<file path="config.mk">
export PLATFORM = sky130hd
export DESIGN_NAME = battery_capacity_estimator
export DESIGN_NICKNAME = d
export VERILOG_FILES = /design/src/core/capacity_pkg.sv /design/src/core/capacity_estimator.sv
export SDC_FILE = /design/constraint.sdc
export NUM_CORES = 2
export LEC_CHECK = 0
export BUFFER_PORTS_ARGS = -buffer_cell sky130_fd_sc_hd__buf_2
export CAP_MARGIN = 30
export CORE_MARGIN = 5
export CORE_UTILIZATION = 45
export CTS_CLUSTER_SIZE = 24
export DETAILED_ROUTE_END_ITERATION = 6
export PLACE_DENSITY_LB_ADDON = 0.1
export SLEW_MARGIN = 20
export SYNTH_ARGS = -nofsm -noshare
export SYNTH_HDL_FRONTEND = slang
export SYNTH_SLANG_ARGS = --single-unit
</file>
<file path="constraint.sdc">
create_clock -name core_clk -period 173.5 [get_ports core_clk]
set_clock_uncertainty 0.1 [all_clocks]
set_input_delay 26.025 -clock core_clk [delete_from_list [all_inputs] [get_ports core_clk]]
set_output_delay 26.025 -clock core_clk [all_outputs]
set_load 0.01 [all_outputs]
</file>
<file path="src/core/capacity_pkg.sv">
package capacity_pkg;
  // parameter store addresses for the host port
  localparam logic [7:0] ADDR_SENSE_COND  = 8'h69;
  localparam logic [7:0] ADDR_FULL_CELL_STACK_POTENTIAL   = 8'h64;
  localparam logic [7:0] ADDR_FULL_CURR   = 8'h65;
  localparam logic [7:0] ADDR_EMPTY_CELL_STACK_POTENTIAL  = 8'h66;
  localparam logic [7:0] ADDR_EMPTY_CURR  = 8'h67;
  localparam logic [7:0] ADDR_AGING_HI    = 8'h62;
  localparam logic [7:0] ADDR_AGING_LO    = 8'h63;
  localparam logic [7:0] ADDR_AGE_SCALAR  = 8'h14;
  localparam logic [7:0] ADDR_BP_LOW      = 8'h7C;
  localparam logic [7:0] ADDR_BP_MID      = 8'h7D;
  localparam logic [7:0] ADDR_BP_HIGH     = 8'h7E;
  localparam logic [7:0] ADDR_FULL40_HI   = 8'h6A;
  localparam logic [7:0] ADDR_FULL40_LO   = 8'h6B;
  localparam logic [7:0] ADDR_AE40        = 8'h6C;
  localparam logic [7:0] ADDR_SLOPE_BASE  = 8'h70;
  localparam logic [7:0] ADDR_STATUS      = 8'h01;
  localparam logic [7:0] ADDR_COUNT_HI    = 8'h10;
  localparam logic [7:0] ADDR_COUNT_LO    = 8'h11;
  // status field positions
  localparam int BIT_FULL  = 7;
  localparam int BIT_EMPTY = 6;
  localparam int BIT_LEARN = 4;
  // reset values and the age floor
  localparam logic [7:0] AGE_UNAGED   = 8'h80;
  localparam logic [7:0] AGE_MIN      = 8'h3F;
  localparam logic [7:0] BP_TOP_TEMP  = 8'h28;
  localparam logic [7:0] ZERO_BYTE    = 8'h00;
  // aging counter multiplier
  localparam int AGING_MULT = 32;
  // slope index: curve*4 + segment
  localparam int CURVE_FULL = 0;
  localparam int CURVE_AE   = 1;
  localparam int CURVE_SE   = 2;
endpackage : capacity_pkg

</file>
<file path="src/core/capacity_estimator.sv">
`timescale 1ns/100ps
`default_nettype none
module battery_capacity_estimator
  import capacity_pkg::*;
(
  // clock and reset
  input  wire logic        core_clk,
  input  wire logic        nrst,
  // parameter store port
  input  wire logic        reg_wr,
  input  wire logic [7:0]  reg_addr,
  input  wire logic [7:0]  reg_wdata,
  output logic      [7:0]  reg_rdata,
  // nonvolatile recall and save of the age scalar
  input  wire logic        nv_recall,
  input  wire logic [7:0]  nv_age_value,
  input  wire logic        nv_save_tick,
  output logic             nv_save_req,
  output logic      [7:0]  nv_save_data,
  // measurement update
  input  wire logic        meas_update,
  input  wire logic [7:0]  cell_stack_potential,
  input  wire logic signed [15:0] sense_current,
  input  wire logic        avg_update,
  input  wire logic signed [15:0] averaged_current,
  input  wire logic signed [7:0]  temperature,
  input  wire logic [15:0] count_step,
  // coulomb count and flags
  output logic      [15:0] coulomb_count,
  output logic             full_charge_flag,
  output logic             empty_point_flag,
  output logic             learn_cycle_flag
);

  // parameter store
  logic [7:0]  sense_conductance_reg;
  logic [7:0]  full_voltage_threshold_reg;
  logic [7:0]  full_current_threshold_reg;
  logic [7:0]  empty_voltage_threshold_reg;
  logic [7:0]  empty_current_threshold_reg;
  logic [15:0] aging_rated_charge_reg;
  logic [7:0]  age_scalar_reg;
  logic signed [7:0] bp_reg [3];           // low, mid, high breakpoints
  logic [15:0] full40_reg;                 // full at +40C
  logic [7:0]  ae40_reg;                   // empty fraction at +40C
  logic [7:0]  slope_reg [12];             // three curves, four slopes
  // detection state
  logic        cell_stack_potential_high_reg;              // voltage stayed high
  logic        avg_prev_ok_reg;            // last average qualified
  logic [1:0]  heavy_hist_reg;             // last two readings heavy
  logic        cell_stack_potential_above_reg;             // previous voltage above
  logic [20:0] aging_cnt_reg;              // discharge accumulation
  logic [15:0] empty_mark_reg;             // count at empty point
  logic [3:0]  save_div_reg;

  // curve value relative to full at +40C, 2^-14 units
  function automatic logic [15:0] curve_drop(input int c,
                                             input logic signed [7:0] t);
    int drop;
    int seg_lo;
    int seg_hi;
    int k;
    drop = 0;
    // walk each segment from +40C downward; flat above
    for (k = 3; k >= 0; k--) begin
      seg_hi = (k == 3) ? 40 : int'(bp_reg[k]);
      seg_lo = (k == 0) ? -128 : int'(bp_reg[k-1]);
      if (int'(t) < seg_hi) begin
        // slope lsb is 61ppm, one 2^-14 step per degree
        drop = drop + int'(slope_reg[c*4+k]) *
               (seg_hi - ((int'(t) > seg_lo) ? int'(t) : seg_lo));
      end
    end
    curve_drop = drop[15:0];
  endfunction : curve_drop

  // scale a 2^-14 fraction by the +40C full value
  function automatic logic [15:0] frac_of(input logic [15:0] f);
    logic [31:0] p;
    p = 32'(f) * 32'(full40_reg);
    frac_of = p[29:14];
  endfunction : frac_of

  // looked-up model points, normalized to +40C full
  logic [15:0] full_frac;
  logic [15:0] ae_frac;
  logic [15:0] full_model;
  logic [15:0] ae_model;
  logic [23:0] full_scaled;
  always_comb begin
    full_frac = 16'h4000 - curve_drop(CURVE_FULL, temperature);
    ae_frac   = ({8'h00, ae40_reg} << 6) - curve_drop(CURVE_AE,
                                                      temperature);
    if (ae_frac[15]) begin
      ae_frac = 16'h0000;
    end
    full_model  = frac_of(full_frac);
    ae_model    = frac_of(ae_frac);
    full_scaled = 24'(full_model) * 24'(age_scalar_reg);
  end

  // detection terms per update
  logic v_above_chg;
  logic v_below_ae;
  logic avg_ok;
  logic heavy_now;
  logic full_event;
  logic empty_event;
  always_comb begin
    v_above_chg = cell_stack_potential > full_voltage_threshold_reg;
    v_below_ae  = cell_stack_potential < empty_voltage_threshold_reg;
    avg_ok      = (averaged_current > 16'sh0000) &&
                  (averaged_current <
                   $signed({8'h00, full_current_threshold_reg}));
    heavy_now   = (sense_current < 16'sh0000) &&
                  ((-sense_current) >
                   $signed({8'h00, empty_current_threshold_reg}));
    full_event  = avg_update && avg_ok && avg_prev_ok_reg &&
                  cell_stack_potential_high_reg && v_above_chg;
    empty_event = meas_update && v_below_ae && cell_stack_potential_above_reg &&
                  (&heavy_hist_reg);
  end

  // continuous-voltage window between average updates
  always_ff @(posedge core_clk) begin
    if (!nrst) begin
      cell_stack_potential_high_reg   <= 1'b0;
      avg_prev_ok_reg <= 1'b0;
    end else if (avg_update) begin
      cell_stack_potential_high_reg   <= v_above_chg;
      avg_prev_ok_reg <= avg_ok;
    end else if (meas_update && !v_above_chg) begin
      cell_stack_potential_high_reg   <= 1'b0; // voltage dipped in window
    end
  end

  // current history and previous voltage side
  always_ff @(posedge core_clk) begin
    if (!nrst) begin
      heavy_hist_reg <= 2'b00;
      cell_stack_potential_above_reg <= 1'b0;
    end else if (meas_update) begin
      heavy_hist_reg <= {heavy_hist_reg[0], heavy_now};
      cell_stack_potential_above_reg <= !v_below_ae;
    end
  end

  // learned age: whole coulomb count over full model, 2^-7 units
  logic [15:0] learned_charge;
  logic [31:0] learned_age;
  always_comb begin
    learned_charge = coulomb_count - empty_mark_reg;
    learned_age = (full_model == 16'h0000) ? 32'(age_scalar_reg) :
                  ((32'(learned_charge) + 32'(empty_mark_reg)) << 7) /
                  32'(full_model);
  end
  logic [7:0] age_learned_sat;
  always_comb begin
    if (learned_age > 32'(AGE_UNAGED)) begin
      age_learned_sat = AGE_UNAGED;
    end else if (learned_age < 32'(AGE_MIN)) begin
      age_learned_sat = AGE_MIN;
    end else begin
      age_learned_sat = learned_age[7:0];
    end
  end

  // aging counter reaching 32x capacity
  logic        discharging;
  logic [20:0] aging_sum;
  logic        aging_hit;
  always_comb begin
    discharging = meas_update && (sense_current < 16'sh0000);
    aging_sum   = aging_cnt_reg + 21'(count_step);
    aging_hit   = discharging &&
                  (aging_sum >= 21'(aging_rated_charge_reg) * 21'(AGING_MULT));
  end

  always_ff @(posedge core_clk) begin
    if (!nrst) begin
      aging_cnt_reg <= '0;
    end else if (aging_hit) begin
      aging_cnt_reg <= '0;
    end else if (discharging) begin
      aging_cnt_reg <= aging_sum;
    end
  end

  // host writes to the parameter store
  always_ff @(posedge core_clk) begin
    if (!nrst) begin
      sense_conductance_reg       <= ZERO_BYTE;
      full_voltage_threshold_reg  <= ZERO_BYTE;
      full_current_threshold_reg  <= ZERO_BYTE;
      empty_voltage_threshold_reg <= ZERO_BYTE;
      empty_current_threshold_reg <= ZERO_BYTE;
      aging_rated_charge_reg      <= '0;
      full40_reg                  <= '0;
      ae40_reg                    <= ZERO_BYTE;
      for (int i = 0; i < 3; i++) begin
        bp_reg[i] <= BP_TOP_TEMP;
      end
      for (int i = 0; i < 12; i++) begin
        slope_reg[i] <= ZERO_BYTE;
      end
    end else if (reg_wr) begin
      unique case (reg_addr)
        ADDR_SENSE_COND: sense_conductance_reg       <= reg_wdata;
        ADDR_FULL_CELL_STACK_POTENTIAL:  full_voltage_threshold_reg  <= reg_wdata;
        ADDR_FULL_CURR:  full_current_threshold_reg  <= reg_wdata;
        ADDR_EMPTY_CELL_STACK_POTENTIAL: empty_voltage_threshold_reg <= reg_wdata;
        ADDR_EMPTY_CURR: empty_current_threshold_reg <= reg_wdata;
        ADDR_AGING_HI:   aging_rated_charge_reg[15:8] <= reg_wdata;
        ADDR_AGING_LO:   aging_rated_charge_reg[7:0]  <= reg_wdata;
        ADDR_FULL40_HI:  full40_reg[15:8] <= reg_wdata;
        ADDR_FULL40_LO:  full40_reg[7:0]  <= reg_wdata;
        ADDR_AE40:       ae40_reg <= reg_wdata;
        ADDR_BP_LOW:     bp_reg[0] <= reg_wdata;
        ADDR_BP_MID:     bp_reg[1] <= reg_wdata;
        ADDR_BP_HIGH:    bp_reg[2] <= reg_wdata;
        default: begin
          // slope block: twelve consecutive bytes
          if (reg_addr >= ADDR_SLOPE_BASE &&
              reg_addr < ADDR_SLOPE_BASE + 8'h0C) begin
            slope_reg[4'(reg_addr - ADDR_SLOPE_BASE)] <= reg_wdata;
          end
        end
      endcase
    end
  end

  // age scalar: recall, host write, learn and aging
  always_ff @(posedge core_clk) begin
    if (!nrst) begin
      age_scalar_reg <= AGE_UNAGED;
    end else if (nv_recall) begin
      age_scalar_reg <= nv_age_value;
    end else if (full_event && learn_cycle_flag) begin
      age_scalar_reg <= age_learned_sat;
    end else if (aging_hit) begin
      // saturate rather than wrap
      if (age_scalar_reg > AGE_MIN) begin
        age_scalar_reg <= age_scalar_reg - 8'h01;
      end
    end else if (reg_wr && reg_addr == ADDR_AGE_SCALAR) begin
      age_scalar_reg <= reg_wdata;
    end
  end

  // periodic save of the age scalar
  always_ff @(posedge core_clk) begin
    if (!nrst) begin
      save_div_reg <= '0;
      nv_save_req  <= 1'b0;
      nv_save_data <= ZERO_BYTE;
    end else begin
      nv_save_req <= 1'b0;
      if (nv_save_tick) begin
        save_div_reg <= save_div_reg + 4'h1;
        if (save_div_reg == 4'hF) begin
          nv_save_req  <= 1'b1;
          nv_save_data <= age_scalar_reg;
        end
      end
    end
  end

  // flags; set wins over clear, except that a full event clears the learn flag over an empty set
  always_ff @(posedge core_clk) begin
    if (!nrst) begin
      full_charge_flag <= 1'b0;
      empty_point_flag <= 1'b0;
      learn_cycle_flag <= 1'b0;
    end else begin
      if (full_event) begin
        full_charge_flag <= 1'b1;
        learn_cycle_flag <= 1'b0;
      end else if (empty_event) begin
        learn_cycle_flag <= 1'b1;
      end else if (meas_update && sense_current < 16'sh0000) begin
        learn_cycle_flag <= learn_cycle_flag && v_below_ae;
      end
      if (meas_update && v_below_ae) begin
        empty_point_flag <= 1'b1;
      end else if (meas_update && coulomb_count > ae_model) begin
        empty_point_flag <= 1'b0;
      end
      // a full event in the same cycle outranks the empty clear
      if (meas_update && v_below_ae && !full_event) begin
        full_charge_flag <= 1'b0;
      end
    end
  end

  // coulomb count housekeeping
  always_ff @(posedge core_clk) begin
    if (!nrst) begin
      coulomb_count  <= '0;
      empty_mark_reg <= '0;
    end else if (full_event) begin
      // age-scaled full value, after learn update
      coulomb_count <= (learn_cycle_flag) ?
        16'((24'(full_model) * 24'(age_learned_sat)) >> 7) :
        full_scaled[22:7];
    end else if (empty_event) begin
      coulomb_count  <= ae_model;
      empty_mark_reg <= ae_model;
    end else if (meas_update && v_below_ae && !learn_cycle_flag &&
                 coulomb_count > ae_model) begin
      coulomb_count <= ae_model;
    end else if (reg_wr && reg_addr == ADDR_COUNT_HI) begin
      coulomb_count[15:8] <= reg_wdata;
    end else if (reg_wr && reg_addr == ADDR_COUNT_LO) begin
      coulomb_count[7:0] <= reg_wdata;
    end
  end

  // read path
  always_comb begin
    reg_rdata = ZERO_BYTE;
    unique case (reg_addr)
      ADDR_SENSE_COND: reg_rdata = sense_conductance_reg;
      ADDR_FULL_CELL_STACK_POTENTIAL:  reg_rdata = full_voltage_threshold_reg;
      ADDR_FULL_CURR:  reg_rdata = full_current_threshold_reg;
      ADDR_EMPTY_CELL_STACK_POTENTIAL: reg_rdata = empty_voltage_threshold_reg;
      ADDR_EMPTY_CURR: reg_rdata = empty_current_threshold_reg;
      ADDR_AGING_HI:   reg_rdata = aging_rated_charge_reg[15:8];
      ADDR_AGING_LO:   reg_rdata = aging_rated_charge_reg[7:0];
      ADDR_AGE_SCALAR: reg_rdata = age_scalar_reg;
      ADDR_BP_LOW:     reg_rdata = bp_reg[0];
      ADDR_BP_MID:     reg_rdata = bp_reg[1];
      ADDR_BP_HIGH:    reg_rdata = bp_reg[2];
      ADDR_COUNT_HI:   reg_rdata = coulomb_count[15:8];
      ADDR_COUNT_LO:   reg_rdata = coulomb_count[7:0];
      ADDR_STATUS: begin
        reg_rdata[BIT_FULL]  = full_charge_flag;
        reg_rdata[BIT_EMPTY] = empty_point_flag;
        reg_rdata[BIT_LEARN] = learn_cycle_flag;
      end
      default: reg_rdata = ZERO_BYTE;
    endcase
  end
endmodule : battery_capacity_estimator
`default_nettype wire

</file>
Yosys cells after proc, flatten, opt, wreduce, memory -nomap -nowiden
Memory sizes are Yosys's and may differ from the RTL's.
Index checks and enable logic that the tools add are counted.
Word-level totals
  memories: 2
  bits in writable memories: 120
  word-level logic and storage cells: 222
  register bits after elaboration: 162
  input port bits: 95
Memories
  slope_reg: depth 12, bits a word 8, rd ports 8, clocked after memory_dff 0, wr ports 12, RTL line capacity_estimator.sv:46  | logic [7:0] slope_reg [12];
  bp_reg: depth 3, bits a word 8, rd ports 3, clocked after memory_dff 0, wr ports 3, RTL line capacity_estimator.sv:43  | logic signed [7:0] bp_reg [3];
Operators by class
  multiply operators: 12
  multiplexer cells: 63
  div/mod/pow operators: 1
  add/subtract/negate cells: 19
  reduce and logical (&&, ||, !) cells: 54
  bitwise gates (word level): 5
  magnitude comparators: 21
  eq/ne operators: 20
Operators by type and width (count)
  $mul 9x32->16: 8
  $mux 16: 12
  $mux 32: 5
  $mux 8: 14
  $eq 8x7->1 const B: 13
  $add 16x16->16: 6
  $sub 8x32->32: 3
  $mul 16x16->30: 2
  $pmux 4 s13: 1
  $mul 16x8->23: 2
  $div 32x16->32: 1
  $gt 32x8->1 const B: 1
  $gt 8x8->1: 4
  $lt 32x6->1 const B: 1
  $lt 8x8->1: 4
  $reduce_and 2->1: 16
  $sub 7x32->32 const A: 1
  $pmux 2 s14: 1
  $mux 1: 26
  $eq 8x5->1 const B: 3
  $logic_and 1x1->1: 22
  $add 21x16->21: 1
  $ge 21x21->1: 1
  $add 16x16->17: 1
  33 further kinds: 46

Logic depth before layout (Yosys ltp)
An unclocked memory read counts as a cell.
  depth after elaboration: 22
  mapped depth: 653

Worst setup path after synthesis
OpenSTA, ideal clock, no wires.
  path type: input -> register
  from: input temperature[7]
  to: register coulomb_count[13]
  required time: 173.314 ns
  stages: 612
  arrival: 147.737 ns
  library setup time: 0.086 ns
  path slack: 25.576 ns
  path buffers: 54
  cells stage by stage: ha_1 > or3b_1 > a211oi_1 > a31o_1 > buf_4 > buf_4 > clkbuf_1 > buf_1 > nor2_1 > mux2i_1 > ha_1 > nor2b_1 > o31a_1 > o31a_1 > o21ai_0 > nor2b_1 > fa_1 > clkbuf_1 > [... 576 more ...] > fa_1 > inv_1 > fa_1 > ha_1 > o21a_1 > o21ai_0 > a21oi_2 > o21ai_2 > a21boi_1 > o21a_1 > o21a_1 > o21a_2 > o2111ai_2 > a21boi_2 > o211ai_2 > a21boi_1 > mux2_1 > a221oi_2
On the way
  cells in the longest elaborated chain, start to end: 21
Ends and longest elaborated chain
  from (decl): RTL line capacity_estimator.sv:26  | input wire logic signed [7:0] temperature,
  $gt 8x8->1: RTL line capacity_estimator.sv:71  | (seg_hi - ((int'(t) > seg_lo) ? int'(t) : seg_lo));
  $mux 32: RTL line capacity_estimator.sv:71
  $sub 7x32->32: RTL line capacity_estimator.sv:71
  $mul 9x32->16: RTL line capacity_estimator.sv:70  | drop = drop + int'(slope_reg[c*4+k]) *
  $mux 16: RTL line capacity_estimator.sv:68  | if (int'(t) < seg_hi) begin
  $add 16x16->16: RTL line capacity_estimator.sv:70
  $mux 16: RTL line capacity_estimator.sv:68
  $add 16x16->16: RTL line capacity_estimator.sv:70
  [... 5 more ...]
  $div 32x16->32 / $logic_not 16->1 (equally long branches): RTL line capacity_estimator.sv:154, capacity_estimator.sv:153
  $mux 32: RTL line capacity_estimator.sv:153  | learned_age = (full_model == 16'h0000) ? 32'(age_scalar_reg) :
  $lt 32x6->1: RTL line capacity_estimator.sv:161  | end else if (learned_age < 32'(AGE_MIN)) begin
  $mux 8: RTL line capacity_estimator.sv:161
  $mux 8: RTL line capacity_estimator.sv:159  | if (learned_age > 32'(AGE_UNAGED)) begin
  $mul 16x8->23: RTL line capacity_estimator.sv:303  | 16'((24'(full_model) * 24'(age_learned_sat)) >> 7) :
  $mux 16: RTL line capacity_estimator.sv:302  | coulomb_count <= (learn_cycle_flag) ?
  $mux 16: RTL line capacity_estimator.sv:300  | end else if (full_event) begin
  to (signal assigned): RTL line capacity_estimator.sv:302
  to (signal assigned): RTL line capacity_estimator.sv:306  | coulomb_count <= ae_model;
  to (signal assigned): RTL line capacity_estimator.sv:310  | coulomb_count <= ae_model;
  to (decl): RTL line capacity_estimator.sv:29  | output logic [15:0] coulomb_count,
Several ways; a longest one is shown, not always the timed one.
A chain may end at the register's enable or synchronous reset.

Worst setup path in the final report
Same ends and word-level chain as after synthesis.

==> impl_metrics.ini <==
[setup_path]
crit_cells = 577
reg2reg_slack_ns = 35.99
cp.arrival_ns = 162.71
crit_path_max_incr_delay_ns = 0.84
cp-end-kind = flip-flop
r2r-end = coulomb_count[13]$_SDFFE_PN0P_
crit_fanout = 39
crit_type = input port to flip-flop
reg2reg_depth = 577
path_delay_family = compound AO/OA/AOI/OAI gates
endpoint = coulomb_count[13]$_SDFFE_PN0P_
r2r-start = bp_reg[0][23]$_DFFE_PP_
start_kind = input port
crit_top_cell = o21a_1
crit_path_start = temperature[7]
critPathBufInv = 39
critical_path_required_ns = 173.90
cp_slowest_cell = nor3_2

[routing]
routed_via_density = 5.766
first_pass_iters = 6
drtAntennaViolNets = 0
wl_per_cell_um = 22.44
drt_iter0_markers = 5227
vias = 80513
finalWirelength_um = 313400
drc = 0

[job]
cap_violations = 0

[sta]
fin_crit_ns = 162.30
finalSetupTns_ns = 0
finalCritPeriodShare = 0.9355
rsz0062_at_grt = false
fmax_ghz = 0.006161
setup_viol = 0
finalHoldViolCount = 0
slew_headroom = 0.2679
tightest_slew_ns = 1.091
slew_viol_final = 0

[clock_tree]
cts_setup_buffers = 0
cts_root_buf = clkbuf_16
tritoncts = yes
clock-sinks = 250
cts.htree.levels = 2
cts_made_buffers = 35
path_clk_slew_ns = 0.06
clk_latency_ns = 0.61
clock_path_buffers = 3

[die]
start_util = 0.4513
fp.dieH_um = 457.2
core_area_um2 = 199500
dieArea_um2 = 209100
ios = 131
placementRows = 164
die_x_um = 457.2

[synth]
synth_cell_types = 138
netlist_area_um2 = 90000
yosysSeqAreaShare = 0.06539
ys_top_cells_by_area = fa_1 24%, ha_1 15%, inv_1 6.6%, nand2_1 5.3%, and2_1 4.4%
ys_warn_count = 0
synth_area_leader_cell = fa_1
synth-async-reset-ratio = 0
postSynthCellCount = 11331
synth_edf_count = 88
synth_top_cell_area_share = 0.2424
ys.flop_type = dfxtp_1
synth-seq-cells = 250
avgSynthCellArea_um2 = 7.943

[status]
outcome = finished clean

[final_layout]
fillers = 20034
largest_reg_flops = 64
mostFrequentLayoutCell = inv_1
nets = 13558
layout_common_cells = 1585 x inv_1, 1278 x nand2_1, 1097 x ha_1
syn2layout_area_growth_pct = 5.857
drive_above_1_share = 0.06246

[global_routing]
track_usage = 0.2944
overflow = 0
grt_pass1_wl_um = 484400
antenna_found_initial = 14
grt_max_degree = 78
grt_pass1_vias = 82128

[hold_path]
hold_class = flip-flop to flip-flop

[placed_design]
hpwl_um = 250200
gp_congestion = 0.9634
port_buffers = 130
==> final cells by class <==
cell class | count | area (um2) | area share
multi-input combinational | 9038 | 76520 | 0.8032
sequential | 250 | 5886 | 0.06178
clock buffer | 41 | 938.4 | 0.009849
antenna | 4 | 10.01 | 0.0001051
timing repair buffer | 343 | 2291 | 0.02405
inverter | 1608 | 6042 | 0.06342
clock inverter | 23 | 264.0 | 0.002771
tap | 2656 | 3323 | 0.03488
==> worst min path at each step <==
| stage | startpoint | end | slack (ns) | cells past startpoint |
|---|---|---|---|---|
| finish | sense_conductance_reg[2]$_SDFFE_PN0P_ | sense_conductance_reg[2]$_SDFFE_PN0P_ | 0.36 | 2 |
| global placement | sense_conductance_reg[1]$_SDFFE_PN0P_ | sense_conductance_reg[1]$_SDFFE_PN0P_ | 0.34 | 2 |
| global route | sense_conductance_reg[1]$_SDFFE_PN0P_ | sense_conductance_reg[1]$_SDFFE_PN0P_ | 0.38 | 2 |
| detailed placement | sense_conductance_reg[1]$_SDFFE_PN0P_ | sense_conductance_reg[1]$_SDFFE_PN0P_ | 0.35 | 2 |
| floorplan | sense_conductance_reg[0]$_SDFFE_PN0P_ | sense_conductance_reg[0]$_SDFFE_PN0P_ | 0.34 | 2 |
| CTS | sense_conductance_reg[1]$_SDFFE_PN0P_ | sense_conductance_reg[1]$_SDFFE_PN0P_ | 0.36 | 2 |
==> stage by stage <==
step | area, um2 | setup WS [ns] | util | hold WS (ns) | instances
final | 95280 | 11.20 | 0.4777 | 0.3562 | 13963
after global routing | 95270 | 0.1311 | 0.4776 | 0.3770 | 13959
after CTS | 95140 | 11.40 | 0.4770 | 0.3551 | 13948
after detailed placement | 93930 | 11.17 | 0.4710 | 0.3467 | 13884
after global placement | 93820 | 14.75 | 0.4704 | 0.3418 | 13872
after floorplan | 90030 | 25.58 | - | 0.3366 | 11338
==> worst min-delay path: cells and delay by family, from the launching register on <==
family / cells / cell delay, ns
AO/OA/AOI/OAI: 1 / 0.05
AND/OR/NAND/NOR: 1 / 0.05
flip-flops: 1 / 0.31
==> kinds of logic after synthesis <==
| group | synth area share |
|---|---|
| AOI/OAI and AO/OA | 0.1631 |
| and+or+nand+nor | 0.2134 |
| other | 0.00004166 |
| adders and majority gates | 0.3952 |
| buffers and inverters | 0.08700 |
| DFF | 0.06539 |
| xor gates and xnor gates | 0.05139 |
| muxes | 0.02447 |
==> per-layer routing <==
| layer | GRT usage | vias to the layer above | part of all wire |
|---|---|---|---|
| met1 | 0.3791 | 39827 | 0.42 |
| met5 | 0 | - | 0.00013 |
| li1 | - | 37715 | - |
| met2 | 0.5042 | 2384 | 0.47 |
| met4 | 0.1184 | 6 | 0.048 |
| met3 | 0.03278 | 581 | 0.056 |
==> synthesized netlist by cell type (18+ instances only) <==
library cell  count
a31oi_1          40
nand4_1          82
mux2_2           94
inv_1          1590
or2_2            58
clkbuf_1        377
mux2i_1         108
o31a_1           24
o22ai_1          22
o31ai_1         125
ha_1           1097
o21ai_0         345
buf_2            28
nor2_1          719
nor4_1           42
o21a_1          303
xor2_1          160
or3_1            71
edfxtp_1         88
nand2_1        1279
a21o_1          143
nand3_1         183
o21bai_1         78
a22oi_1          40
and4_1           19
nor2b_1         193
and3_1           54
a21oi_1         607
a211oi_1         59
fa_1           1090
nand2b_1        140
a211o_1          18
a221oi_1         22
xnor2_1         353
nor3_1          336
dfxtp_1         162
o211ai_1         52
and2_1          636
o21ai_1          39
==> repair_timing <==
action | 4_1_cts | 5_1_grt
hold buffers | 0 | 0
setup endpoints to repair | 0 | 13
resized for setup | 0 | 5
Power is left out: the tool's default activity adds up to more than one toggle a clock period on the data nets, which glitch-free logic cannot reach.
